===== src/hw/bldc_consts.svh =====
// register offsets, field positions, reset values and counts
// assumes a word-indexed register port with 16-bit data
`ifndef BLDC_CONSTS_SVH
`define BLDC_CONSTS_SVH

// register indices on the register port
`define OFF_TW_COUNT 5'h00
`define OFF_TW_CTRL 5'h01
`define OFF_TW_STATUS 5'h02
`define OFF_TW_IEN 5'h03
`define OFF_IO_SEL0 5'h04
`define OFF_IO_SEL1 5'h05
`define OFF_GR_A 5'h06
`define OFF_GR_B 5'h07
`define OFF_GR_C 5'h08
`define OFF_GR_D 5'h09
`define OFF_TV_COUNT 5'h0a
`define OFF_TV_CONST_A 5'h0b
`define OFF_TV_CONST_B 5'h0c
`define OFF_TV_CTRL0 5'h0d
`define OFF_TV_STATUS 5'h0e
`define OFF_TV_CTRL1 5'h0f
`define OFF_PORT_DATA 5'h10
`define OFF_PORT_DIR 5'h11

// capture timer control fields
`define TWC_CLK_LSB 0
`define TWC_CLR_A_BIT 2
`define TWC_RUN_BIT 7

// chopping control 0 fields
`define TV0_CLK_LSB 0
`define TV0_CLR_LSB 3
`define TV0_IEA_BIT 5
`define TV0_IEB_BIT 6

// chopping status fields
`define TVS_OUTA_LSB 2
`define TVS_OUTB_LSB 4

// reset values
`define RST_16 16'h0000
`define RST_8 8'h00
`define RST_GR 16'hffff

// prescaler length
`define PRESC_BITS 13

`endif


===== src/hw/bldc_pkg.sv =====
// types for the commutation timer block
// assumes bldc_consts.svh for the numbers
package bldc_pkg;

  // output level action on a chopping match
  typedef enum logic [1:0] {
    OUT_KEEP = 2'b00,
    OUT_LOW = 2'b01,
    OUT_HIGH = 2'b10,
    OUT_TOGGLE = 2'b11
  } out_act_t;

  // whole state of the block
  typedef struct packed {
    logic [12:0] presc;
    logic [15:0] tw_cnt;
    logic [7:0] tw_ctl;
    logic [3:0] tw_flags;
    logic [3:0] tw_ien;
    logic [3:0] io_sel0;
    logic [7:0] io_sel1;
    logic [3:0][15:0] gr;
    logic [3:0] pin_prev;
    logic [3:0] tw_eq_prev;
    logic [2:0] ext_prev;
    logic [7:0] tv_cnt;
    logic [7:0] tv_ca;
    logic [7:0] tv_cb;
    logic [6:0] tv_ctl0;
    logic tv_ctl1;
    logic [1:0] tv_flags;
    logic [3:0] tv_osel;
    logic [1:0] tv_eq_prev;
    logic wave;
    logic [5:0] port_data;
    logic [5:0] port_oe_n;
    logic [15:0] rdata;
    logic irq_w;
    logic irq_v;
  } state_t;

endpackage


===== src/hw/bldc_commutation_timers.sv =====
// capture/compare timer, chopping timer and phase port for a bldc drive
// assumes a cpu on a plain register port and synchronous pin inputs
//
// How it works
// - 13-bit prescaler counts every clock, giving divided ticks up to /128.
// - 16-bit capture counter, cpu read/write, clocked by /2, /4, /8 or external.
// - edge on input b, c or d copies counter to capture register, sets flag.
// - capture flag with its enable bit set raises the timer interrupt.
// - compare register a equal to counter sets flag a, interrupts if enabled.
// - select registers pick capture or compare per channel and capture edges.
// - 8-bit chopping counter, cpu read/write, clock from field plus select bit.
// - chopping counter cleared by external reset, match a or match b, selectable.
// - constants a and b compared with chopping counter, matches set flags.
// - chopping match flag with its enable bit set raises the chopping interrupt.
// - chopping compare held off in the cycle writing constant a or b.
// - chopping status holds flags and output level chosen per match a and b.
// - port bits 0 to 5 drive u, u inverse, v, v inverse, w, w inverse.
// - port read gives stored bit for outputs, live pin level for inputs.
// - direction register sets each pin input with 0, output with 1.
// - captures fire on rising, falling or both edges of rotor inputs, chosen per channel.
`timescale 1ns/1ps
`include "bldc_consts.svh"

module bldc_commutation_timers #(
  parameter int PRESC_W = 13
) (
  input wire logic i_clk,
  input wire logic i_resetn,
  input wire logic [4:0] i_addr,
  input wire logic [15:0] i_wdata,
  input wire logic i_wr,
  input wire logic i_rd,
  output logic [15:0] o_rdata,
  input wire logic i_rotor_pos_in_b,
  input wire logic i_rotor_pos_in_c,
  input wire logic i_rotor_pos_in_d,
  input wire logic i_tw_ext_clk,
  input wire logic i_tv_ext_clk,
  input wire logic i_tv_ext_reset,
  input wire logic [5:0] i_phase_pin,
  output logic [5:0] o_phase_out,
  output logic [5:0] o_phase_oe_n,
  output logic o_chop_wave_out,
  output logic o_timer_irq,
  output logic o_chop_irq
);

  // the state struct fixes the prescaler length
  if (PRESC_W != `PRESC_BITS) begin : g_bad_presc
    $error("PRESC_W must equal the prescaler length");
  end

  bldc_pkg::state_t st;
  bldc_pkg::state_t nx;

  logic [3:0] pins;
  logic [3:0] tw_eq;
  logic [3:0] cap_ev;
  logic [3:0] cmp_ev;
  logic tw_tick;
  logic tv_tick;
  logic [7:0] tv_mask;
  logic tv_eq_a;
  logic tv_eq_b;
  logic tv_wr_const;
  logic tv_match_a;
  logic tv_match_b;
  logic tv_clr_match;
  logic tv_clr_ext;
  logic [5:0] port_read;

  // channel a has no pin
  assign pins = {i_rotor_pos_in_d, i_rotor_pos_in_c, i_rotor_pos_in_b, 1'b0};

  // per-channel capture and compare events
  for (genvar i = 0; i < 4; i++) begin : g_chan
    logic rise;
    logic fall;
    logic [1:0] edge_sel;
    assign rise = pins[i] & ~st.pin_prev[i];
    assign fall = ~pins[i] & st.pin_prev[i];
    assign edge_sel = st.io_sel1[2*i+1:2*i];
    assign tw_eq[i] = st.gr[i] == st.tw_cnt;
    // 00 rising, 01 falling, 1x both edges
    assign cap_ev[i] = st.io_sel0[i] & (edge_sel[1] ? (rise | fall) :
                       (edge_sel[0] ? fall : rise));
    assign cmp_ev[i] = ~st.io_sel0[i] & tw_eq[i] & ~st.tw_eq_prev[i];
  end

  // capture counter clock choice
  always_comb begin
    case (st.tw_ctl[`TWC_CLK_LSB +: 2])
      2'b00: tw_tick = st.presc[0];
      2'b01: tw_tick = &st.presc[1:0];
      2'b10: tw_tick = &st.presc[2:0];
      default: tw_tick = i_tw_ext_clk & ~st.ext_prev[0];
    endcase
    tw_tick = tw_tick & st.tw_ctl[`TWC_RUN_BIT];
  end

  // chopping clock: field 0 stops, else /2^field or external rising edge
  assign tv_mask = (8'h01 << st.tv_ctl0[`TV0_CLK_LSB +: 3]) - 8'h01;
  assign tv_tick = (st.tv_ctl0[`TV0_CLK_LSB +: 3] != 3'h0) &
                   (st.tv_ctl1 ? (i_tv_ext_clk & ~st.ext_prev[1]) :
                    (&(st.presc[7:0] | ~tv_mask)));

  // chopping compare, held off while a constant is written
  assign tv_wr_const = i_wr & ((i_addr == `OFF_TV_CONST_A) |
                       (i_addr == `OFF_TV_CONST_B));
  assign tv_eq_a = (st.tv_cnt == st.tv_ca) & ~tv_wr_const;
  assign tv_eq_b = (st.tv_cnt == st.tv_cb) & ~tv_wr_const;
  assign tv_match_a = tv_eq_a & ~st.tv_eq_prev[0];
  assign tv_match_b = tv_eq_b & ~st.tv_eq_prev[1];

  // clear source: 1 match a, 2 match b, 3 external reset
  assign tv_clr_match = ((st.tv_ctl0[`TV0_CLR_LSB +: 2] == 2'h1) & tv_eq_a) |
                        ((st.tv_ctl0[`TV0_CLR_LSB +: 2] == 2'h2) & tv_eq_b);
  assign tv_clr_ext = (st.tv_ctl0[`TV0_CLR_LSB +: 2] == 2'h3) &
                      i_tv_ext_reset & ~st.ext_prev[2];

  // stored bit for outputs, live pin for inputs
  assign port_read = (st.port_data & ~st.port_oe_n) |
                     (i_phase_pin & st.port_oe_n);

  // next-state logic
  always_comb begin
    logic [3:0] tw_clr;
    logic [1:0] tv_clr;
    logic [1:0] act;
    nx = st;
    tw_clr = 4'h0;
    tv_clr = 2'h0;
    act = 2'h0;
    nx.rdata = `RST_16;
    nx.presc = st.presc + 13'h0001;
    nx.pin_prev = pins;
    nx.ext_prev = {i_tv_ext_reset, i_tv_ext_clk, i_tw_ext_clk};
    nx.tw_eq_prev = tw_eq;
    nx.tv_eq_prev = {tv_eq_b, tv_eq_a};

    // capture counter, wraps at top; clear on compare a at the tick seen while equal,
    // since the one-cycle match pulse seldom lines up with a slow tick
    if (tw_tick) begin
      if (st.tw_ctl[`TWC_CLR_A_BIT] & ~st.io_sel0[0] & tw_eq[0]) begin
        nx.tw_cnt = `RST_16;
      end else begin
        nx.tw_cnt = st.tw_cnt + 16'h0001;
      end
    end

    // chopping counter
    if (tv_clr_ext) begin
      nx.tv_cnt = `RST_8;
    end else if (tv_tick) begin
      nx.tv_cnt = tv_clr_match ? `RST_8 : st.tv_cnt + 8'h01;
    end

    // chopping output, b applied after a
    if (tv_match_a) begin
      act = st.tv_osel[1:0];
      nx.wave = (act == 2'h3) ? ~nx.wave : ((act == 2'h0) ? nx.wave : act[1]);
    end
    if (tv_match_b) begin
      act = st.tv_osel[3:2];
      nx.wave = (act == 2'h3) ? ~nx.wave : ((act == 2'h0) ? nx.wave : act[1]);
    end

    // register writes
    if (i_wr) begin
      case (i_addr)
        `OFF_TW_COUNT: nx.tw_cnt = i_wdata;
        `OFF_TW_CTRL: nx.tw_ctl = i_wdata[7:0];
        `OFF_TW_STATUS: tw_clr = ~i_wdata[3:0];
        `OFF_TW_IEN: nx.tw_ien = i_wdata[3:0];
        `OFF_IO_SEL0: nx.io_sel0 = i_wdata[3:0];
        `OFF_IO_SEL1: nx.io_sel1 = i_wdata[7:0];
        `OFF_GR_A: nx.gr[0] = i_wdata;
        `OFF_GR_B: nx.gr[1] = i_wdata;
        `OFF_GR_C: nx.gr[2] = i_wdata;
        `OFF_GR_D: nx.gr[3] = i_wdata;
        `OFF_TV_COUNT: nx.tv_cnt = i_wdata[7:0];
        `OFF_TV_CONST_A: nx.tv_ca = i_wdata[7:0];
        `OFF_TV_CONST_B: nx.tv_cb = i_wdata[7:0];
        `OFF_TV_CTRL0: nx.tv_ctl0 = i_wdata[6:0];
        `OFF_TV_STATUS: begin
          tv_clr = ~i_wdata[1:0];
          nx.tv_osel = i_wdata[`TVS_OUTA_LSB +: 4];
        end
        `OFF_TV_CTRL1: nx.tv_ctl1 = i_wdata[0];
        `OFF_PORT_DATA: nx.port_data = i_wdata[5:0];
        `OFF_PORT_DIR: nx.port_oe_n = ~i_wdata[5:0];
        default: nx.rdata = `RST_16;
      endcase
    end

    // captures win over a cpu write
    for (int i = 0; i < 4; i++) begin
      if (cap_ev[i]) begin
        nx.gr[i] = st.tw_cnt;
      end
    end

    // sticky flags, set wins over clear
    nx.tw_flags = (st.tw_flags & ~tw_clr) | cap_ev | cmp_ev;
    nx.tv_flags = (st.tv_flags & ~tv_clr) | {tv_match_b, tv_match_a};

    // interrupt requests
    nx.irq_w = |(nx.tw_flags & nx.tw_ien);
    nx.irq_v = |(nx.tv_flags & {nx.tv_ctl0[`TV0_IEB_BIT],
               nx.tv_ctl0[`TV0_IEA_BIT]});

    // register reads, data in the next cycle only
    if (i_rd) begin
      case (i_addr)
        `OFF_TW_COUNT: nx.rdata = st.tw_cnt;
        `OFF_TW_CTRL: nx.rdata = {8'h00, st.tw_ctl};
        `OFF_TW_STATUS: nx.rdata = {12'h000, st.tw_flags};
        `OFF_TW_IEN: nx.rdata = {12'h000, st.tw_ien};
        `OFF_IO_SEL0: nx.rdata = {12'h000, st.io_sel0};
        `OFF_IO_SEL1: nx.rdata = {8'h00, st.io_sel1};
        `OFF_GR_A: nx.rdata = st.gr[0];
        `OFF_GR_B: nx.rdata = st.gr[1];
        `OFF_GR_C: nx.rdata = st.gr[2];
        `OFF_GR_D: nx.rdata = st.gr[3];
        `OFF_TV_COUNT: nx.rdata = {8'h00, st.tv_cnt};
        `OFF_TV_CONST_A: nx.rdata = {8'h00, st.tv_ca};
        `OFF_TV_CONST_B: nx.rdata = {8'h00, st.tv_cb};
        `OFF_TV_CTRL0: nx.rdata = {9'h000, st.tv_ctl0};
        `OFF_TV_STATUS: nx.rdata = {10'h000, st.tv_osel, st.tv_flags};
        `OFF_TV_CTRL1: nx.rdata = {15'h0000, st.tv_ctl1};
        `OFF_PORT_DATA: nx.rdata = {10'h000, port_read};
        `OFF_PORT_DIR: nx.rdata = {10'h000, ~st.port_oe_n};
        default: nx.rdata = `RST_16;
      endcase
    end
  end

  // state register
  always_ff @(posedge i_clk) begin
    if (!i_resetn) begin
      st <= '0;
      st.gr <= {4{`RST_GR}};
      st.port_oe_n <= 6'h3f;
    end else begin
      st <= nx;
    end
  end

  // outputs straight from the state
  assign o_rdata = st.rdata;
  assign o_phase_out = st.port_data;
  assign o_phase_oe_n = st.port_oe_n;
  assign o_chop_wave_out = st.wave;
  assign o_timer_irq = st.irq_w;
  assign o_chop_irq = st.irq_v;
endmodule // bldc_commutation_timers


===== config.mk =====
export PLATFORM = sky130hd
export DESIGN_NAME = bldc_commutation_timers
export DESIGN_NICKNAME = d
export VERILOG_FILES = /design/src/hw/bldc_pkg.sv /design/src/hw/bldc_commutation_timers.sv
export VERILOG_INCLUDE_DIRS = /design/src /design/src/hw
export SDC_FILE = /design/constraint.sdc
export NUM_CORES = 1
export LEC_CHECK = 0
export ABC_AREA = 1
export BUFFER_PORTS_ARGS = -buffer_cell sky130_fd_sc_hd__buf_2
export CAP_MARGIN = 20
export CELL_PAD_IN_SITES_DETAIL_PLACEMENT = 0
export CELL_PAD_IN_SITES_GLOBAL_PLACEMENT = 1
export CORE_UTILIZATION = 40
export CTS_BUF_LIST = sky130_fd_sc_hd__clkbuf_16
export CTS_CLUSTER_DIAMETER = 120
export DETAILED_ROUTE_END_ITERATION = 10
export GPL_TIMING_DRIVEN = 1
export PLACE_DENSITY_LB_ADDON = 0.15
export SYNTH_ARGS = -nofsm -noshare
export SYNTH_HDL_FRONTEND = slang
export SYNTH_SLANG_ARGS = --single-unit

===== constraint.sdc =====
create_clock -name i_clk -period 1.9 [get_ports i_clk]
set_clock_uncertainty 0.05 [all_clocks]
set_input_delay 0.285 -clock i_clk [delete_from_list [all_inputs] [get_ports i_clk]]
set_output_delay 0.285 -clock i_clk [all_outputs]
set_load 0.01 [all_outputs]

=== Yosys cells after proc, flatten, opt, wreduce, memory -nomap -nowiden ===
Cells that the tools add are included.
W data, S select, Z words.

* Flip-flop bits (word level): 203
* Input port bits: 37
* Output and inout port bits: 31
* Word-level logic and storage cells: 223

* $add $sub $neg: 4
* Eq/ne operators: 30
* Shift operators: 1
* Mux-type cells: 48
* Bitwise logic cells: 78
* Reductions and logical operators: 32

{| class="wikitable"
|+ Operator list
! kind !! count
|-
| $pmux W16 S18 || 1
|-
| $mux W16 || 12
|-
| $mux W80 || 1
|-
| $eq A16 B16 Y1 || 4
|-
| $mux W8 || 8
|-
| $eq A5 B4 Y1 const B || 8
|-
| $and A1 B1 Y1 || 33
|-
| $mux W32 || 1
|-
| $reduce_and A2 Y1 || 15
|-
| $mux W24 || 1
|-
| $not A1 Y1 || 22
|-
| $eq A5 B3 Y1 const B || 4
|-
| $add A16 B1 Y16 const B || 1
|-
| $eq A8 B8 Y1 || 2
|-
| $mux W1 || 16
|-
| $mux W4 || 4
|-
| $reduce_bool A2 Y1 || 8
|-
| $add A13 B1 Y13 const B || 1
|-
| $and A6 B6 Y6 || 2
|-
| $not A6 Y6 || 2
|-
| $eq A2 B2 Y1 const B || 5
|-
| $eq A5 B2 Y1 const B || 2
|-
| $eq A5 B5 Y1 const B || 2
|-
| $add A8 B1 Y8 const B || 1
|-
| 24 further kinds || 37
|}

=== Depth between registers and ports, before layout ===
* Depth in word-level cells: 14
* Gate-level depth with buffers: 15
* Depth with buffers taken out: 15

=== Worst setup path after synthesis ===
OpenSTA, ideal clock, no wires.

* Path type: reg-to-reg
* From: register st[40] in the netlist's numbering
* To: register st[66] in the netlist's numbering
* Setup time: 0.069 ns
* Arrival: 1.862 ns
* Required time: 1.781 ns
* Slack: -0.081 ns
* Stages on the path, launching flop included: 14
* Buffers on the path: 0
* Period minus slack after synthesis: 1.981 ns
* Path through: dfxtp_1 inv_1 nand3_2 ha_1 or2_2 nand3_1 nor2_1 nand2_2 nand2_2 nand2_4 nor2_4 nor2_8 nand3_2 a21oi_2

* Longest elaborated chain between the ends: 11
* Elaborated cells on any way between the ends: 12
* Classes of those cells: add/sub: 1; shift: 1; mux: 5; bitwise: 3; reduce/logical: 2

{| class="wikitable"
|+ RTL lines
! element !! line !! RTL
|-
| from (decl) || bldc_commutation_timers.sv:53 || <nowiki>bldc_pkg::state_t st;</nowiki>
|-
| from (signal assigned) || bldc_commutation_timers.sv:245 || <nowiki>st <= nx;</nowiki>
|-
| $shl A1 B3 Y8 || bldc_commutation_timers.sv:102 || <nowiki>assign tv_mask = (8'h01 << st.tv_ctl0[`TV0_CLK_LSB +: 3]) - 8'h01;</nowiki>
|-
| $sub A8 B1 Y8 || bldc_commutation_timers.sv:102 ||
|-
| $not A8 Y8 || bldc_commutation_timers.sv:105 || <nowiki>(&(st.presc[7:0] | ~tv_mask)));</nowiki>
|-
| $or A8 B8 Y8 || bldc_commutation_timers.sv:105 ||
|-
| $reduce_and A8 Y1 || bldc_commutation_timers.sv:105 ||
|-
| $mux W1 || bldc_commutation_timers.sv:104 || <nowiki>(st.tv_ctl1 ? (i_tv_ext_clk & ~st.ext_prev[1]) :</nowiki>
|-
| $and A1 B1 Y1 (*) || bldc_commutation_timers.sv:103 || <nowiki>assign tv_tick = (st.tv_ctl0[`TV0_CLK_LSB +: 3] != 3'h0) &</nowiki>
|-
| $mux W8 (*) || bldc_commutation_timers.sv:154 || <nowiki>end else if (tv_tick) begin</nowiki>
|-
| $mux W8 (*) || bldc_commutation_timers.sv:152 || <nowiki>if (tv_clr_ext) begin</nowiki>
|-
| $mux W8 || bldc_commutation_timers.sv:170 || <nowiki>case (i_addr)</nowiki>
|-
| $mux W32 (*) || bldc_commutation_timers.sv:169 || <nowiki>if (i_wr) begin</nowiki>
|}

Mark *: on every way between the ends. The rest lies on a longest branch, timed or not.
A chain may end at the register's enable or synchronous reset.

=== Final worst setup path ===
* From: register st[191] in the netlist's numbering
* To: register st[185] in the netlist's numbering

* Longest elaborated chain between the ends: 6
* Elaborated cells on any way between the ends: 7
* Classes of those cells: mux: 4; bitwise: 1; reduce/logical: 2

{| class="wikitable"
|+ RTL lines
! element !! line !! RTL
|-
| $reduce_and A3 Y1 or $reduce_and A2 Y1 (tied branches) || bldc_commutation_timers.sv:95, bldc_commutation_timers.sv:94 ||
|-
| $pmux W1 S3 (*) || bldc_commutation_timers.sv:92 || <nowiki>case (st.tw_ctl[`TWC_CLK_LSB +: 2])</nowiki>
|-
| $and A1 B1 Y1 (*) || bldc_commutation_timers.sv:98 || <nowiki>tw_tick = tw_tick & st.tw_ctl[`TWC_RUN_BIT];</nowiki>
|-
| $mux W16 (*) || bldc_commutation_timers.sv:143 || <nowiki>if (tw_tick) begin</nowiki>
|-
| $mux W16 || bldc_commutation_timers.sv:170 ||
|-
| $mux W24 (*) || bldc_commutation_timers.sv:169 ||
|}

Marked as above.

==> results.yml <==
run_status:
  status: "finished, violations left"
  violations: "setup timing"
final_layout:
  num-fill-cells: 2749
  syn_to_final_growth_pct: 23.10
  drive_gt1_share_pct: 23.34
  nNetsFinal: 1792
  final_core_util_pct: 49.97
  antenna_cells_inserted: 0
  postLayoutCellArea_mm2: 0.01339
logic_synthesis:
  synthCells: 1579
  synth_cell_types: 50
  synth_nets: 1627
  netlist_area_mm2: 0.01088
  synth_edf_count: 0
  ys_ff_latch: 196
  synth.top_cell.area_share_pct: 36.07
  synth-async-reset-ratio_pct: 0
  yosys.area.top_type: "dfxtp_1"
  synth_area_leaders: "dfxtp_1 (36%), nand2_1 (12%), o21ai_0 (8.1%)"
  synth.cells.most_frequent: "nand2_1 (334), inv_1 (197), dfxtp_1 (196)"
  syn_area_per_cell_um2: 6.890
  yosysSeqAreaShare_pct: 36.07
  synth.most_common_cell: "nand2_1"
  synth_warnings: 0
  synthFlopType: "dfxtp_1"
floorplan:
  ios: 68
  die_w_um: 166.9
  rows: 60
  die_y_um: 166.9
  die_area_mm2: 0.02786
  core_area_mm2: 0.02680
  start_util_pct: 40.59
route:
  ant_nets: 0
  avgViaCountPerCell: 5.367
  drt_pass1_iterations: 5
  vias: 11260
  drcViolationCount: 0
  wl_mm: 39.92
  wl_per_cell_um: 19.03
  drt_iter0_markers: 936
pwr:
  p_leak_nw: 5.732
  irDropWorstVdd_mv: 0.5489
  power_density_mw_per_mm2: 655.1
  power.total_mw: 8.773
critical_path:
  start_kind: "flip-flop"
  crit_arrival_ns: 2.32
  cp-end-kind: "flip-flop"
  crit_family: "simple AND/OR/NAND/NOR gates"
  cp_slowest_cell: "dfxtp_2"
  critPathMaxStageDelay_ns: 0.36
  path_max_fanout: 4
  cp.required_ns: 2.23
  worstSetupPathType: "reg -> reg"
  crit_buf_inv: 1
  crit_path_cell_trace: "ha_4 > ha_4 > nand2_2 > nand3_2 > nand2_2 > nor2_2 > buf_6 > nand4_1 > nor2_1 > nand2_2 > nor2_4 > nand2_1 > nand2_1 > nand2_1 > a21oi_1"
placement:
  dpl_cell_area_mm2: 0.01242
  gp_congestion: 0.9026
  place_ws_ns: -0.1596
  io_buffers: 67
  hpwl_mm: 30.45
clock_tree:
  insertion_delay_ns: 0.45
  cts_sinks: 196
  clkTransAtPathRegs_ns: 0.08
  cts_tree: "done"
  htree_levels: 4
  clk_root_buffer_cell: "clkbuf_16"
  cts_buffers: 17
  cts_buffer_depth: 2
global_routing:
  grt_max_degree: 40
  grtUsageTotal_pct: 29.01
  grt_overflow: 0
  antenna_found_initial: 0
  grt_pass1_vias: 10920
  grt_pass1_wl_mm: 62.19
sta:
  fin_ws_ns: -0.08347
  min_period_over_period_pct: 104.4
  hold_viol_final: 0
  relSlewSlack_pct: 65.20
  worstMarginPinSlew_ns: 0.5207
  period_minus_slack_ns: 1.983
  rsz0062_at_grt: "yes"
  timing.hold.ws_ns: 0.01124
  clock.fmax_ghz: 0.5042
  finalSetupViolations: 14
  timing.final.max_slew_violations: 0
hold_path:
  min_path_type: "in -> reg"
job:
  maxCapViolCount: 0
-- what timing repair did --
action / CTS / global route
setup endpoints to repair: 20 / 30
gates resized for setup: 18 / 61
pin swaps: 21 / 40
cloned: 0 / 2
hold buffers: 5 / 0
endpoints found under the hold margin: 5 / 0
setup buffers: 9 / 5
-- registers in the layout (all words and copies together), names as in the netlist --
name,cells
o_chop_wave_out,1
o_chop_irq,1
o_phase_oe_n,6
g_chan.edge_sel,8
o_timer_irq,1
o_phase_out,6
st,157
o_rdata,16
-- per-layer routing --
layer  global-route usage (%)  routed length (um)  up-vias
li1                         -                   -     5536
met1                    36.51               17590     5360
met2                    50.10               19200      295
met3                    4.206                1837       69
met4                    10.55                1292        0
met5                        0                   0        -
-- placed cells by master (no fill, tap or decap), drive strengths merged, types with 4 or more instances in the layout --
master and n:
a221oi 18, clkbuf 17, ha 11, a21oi 127, nor2 113, nor4 6, xor2 39, dlygate4sd3 5
nand4 8, o211ai 63, clkinv 5, o21ai 181, buf 245, inv 221, nor3 17, nand2 347
o22ai 38, o221ai 4, dfxtp 196, nand3 72
-- kinds of logic after synthesis --
| kind of cell | count (synthesis) | share of synthesized area (%) |
|---|---|---|
| AND/OR/NAND/NOR | 567 | 22.90 |
| AO/OA/AOI/OAI | 445 | 23.99 |
| buffers and inverters | 320 | 12.56 |
| flip-flops | 196 | 36.07 |
| XOR/XNOR | 40 | 3.220 |
| adder cells (fa/ha/maj) | 11 | 1.265 |
-- power by group --
group	switching [mW]	internal, mW
logic	0.582	0.327
clock network	1.79	1.82
registers	0.0586	4.19
-- worst register-to-register path, cell delays in order (launching register included) --
cell	delay (ns)
dfxtp_2	0.36
ha_4	0.15
ha_4	0.12
nand2_2	0.05
nand3_2	0.07
nand2_2	0.05
nor2_2	0.09
buf_6	0.14
nand4_1	0.18
nor2_1	0.17
nand2_2	0.11
nor2_4	0.11
nand2_1	0.06
nand2_1	0.05
nand2_1	0.04
a21oi_1	0.13
-- layout make-up --
| class | instances | area (um^2) | area share, % |
|---|---|---|---|
| clock buffers | 17 | 425.4 | 3.176 |
| repair buffers | 250 | 1818 | 13.57 |
| inverters | 214 | 818.3 | 6.110 |
| flip-flops and latches | 196 | 3940 | 29.42 |
| repair inverters | 1 | 5.005 | 0.03737 |
| multi-input cells | 1064 | 5831 | 43.54 |
| clock inverters | 15 | 128.9 | 0.9623 |
| well taps | 341 | 426.7 | 3.186 |
-- final timing paths --
path / from / slack [ns] / depth (start not counted) / endpoint
hold reg to reg: g_chan[0].edge_sel[0]$_SDFFE_PN0P_ / 0.42 / 2 / g_chan[0].edge_sel[0]$_SDFFE_PN0P_
setup reg to reg: st[191]$_SDFF_PN0_ / -0.08 / 15 / st[185]$_SDFF_PN0_
setup / recovery: st[191]$_SDFF_PN0_ / -0.08 / 15 / st[185]$_SDFF_PN0_
hold / removal: i_rotor_pos_in_c / 0.01 / 3 / st[80]$_SDFF_PN0_
-- per-stage QoR --
stage | cells | setup TNS (ns)
floorplan | 1579 | 0
global placement | 2046 | -1.061
detailed placement | 2046 | -1.967
CTS | 2092 | -0.5956
global route | 2098 | -3.061
finish | 2098 | -0.6937
Note: power is estimated with default switching activity, not from simulation.
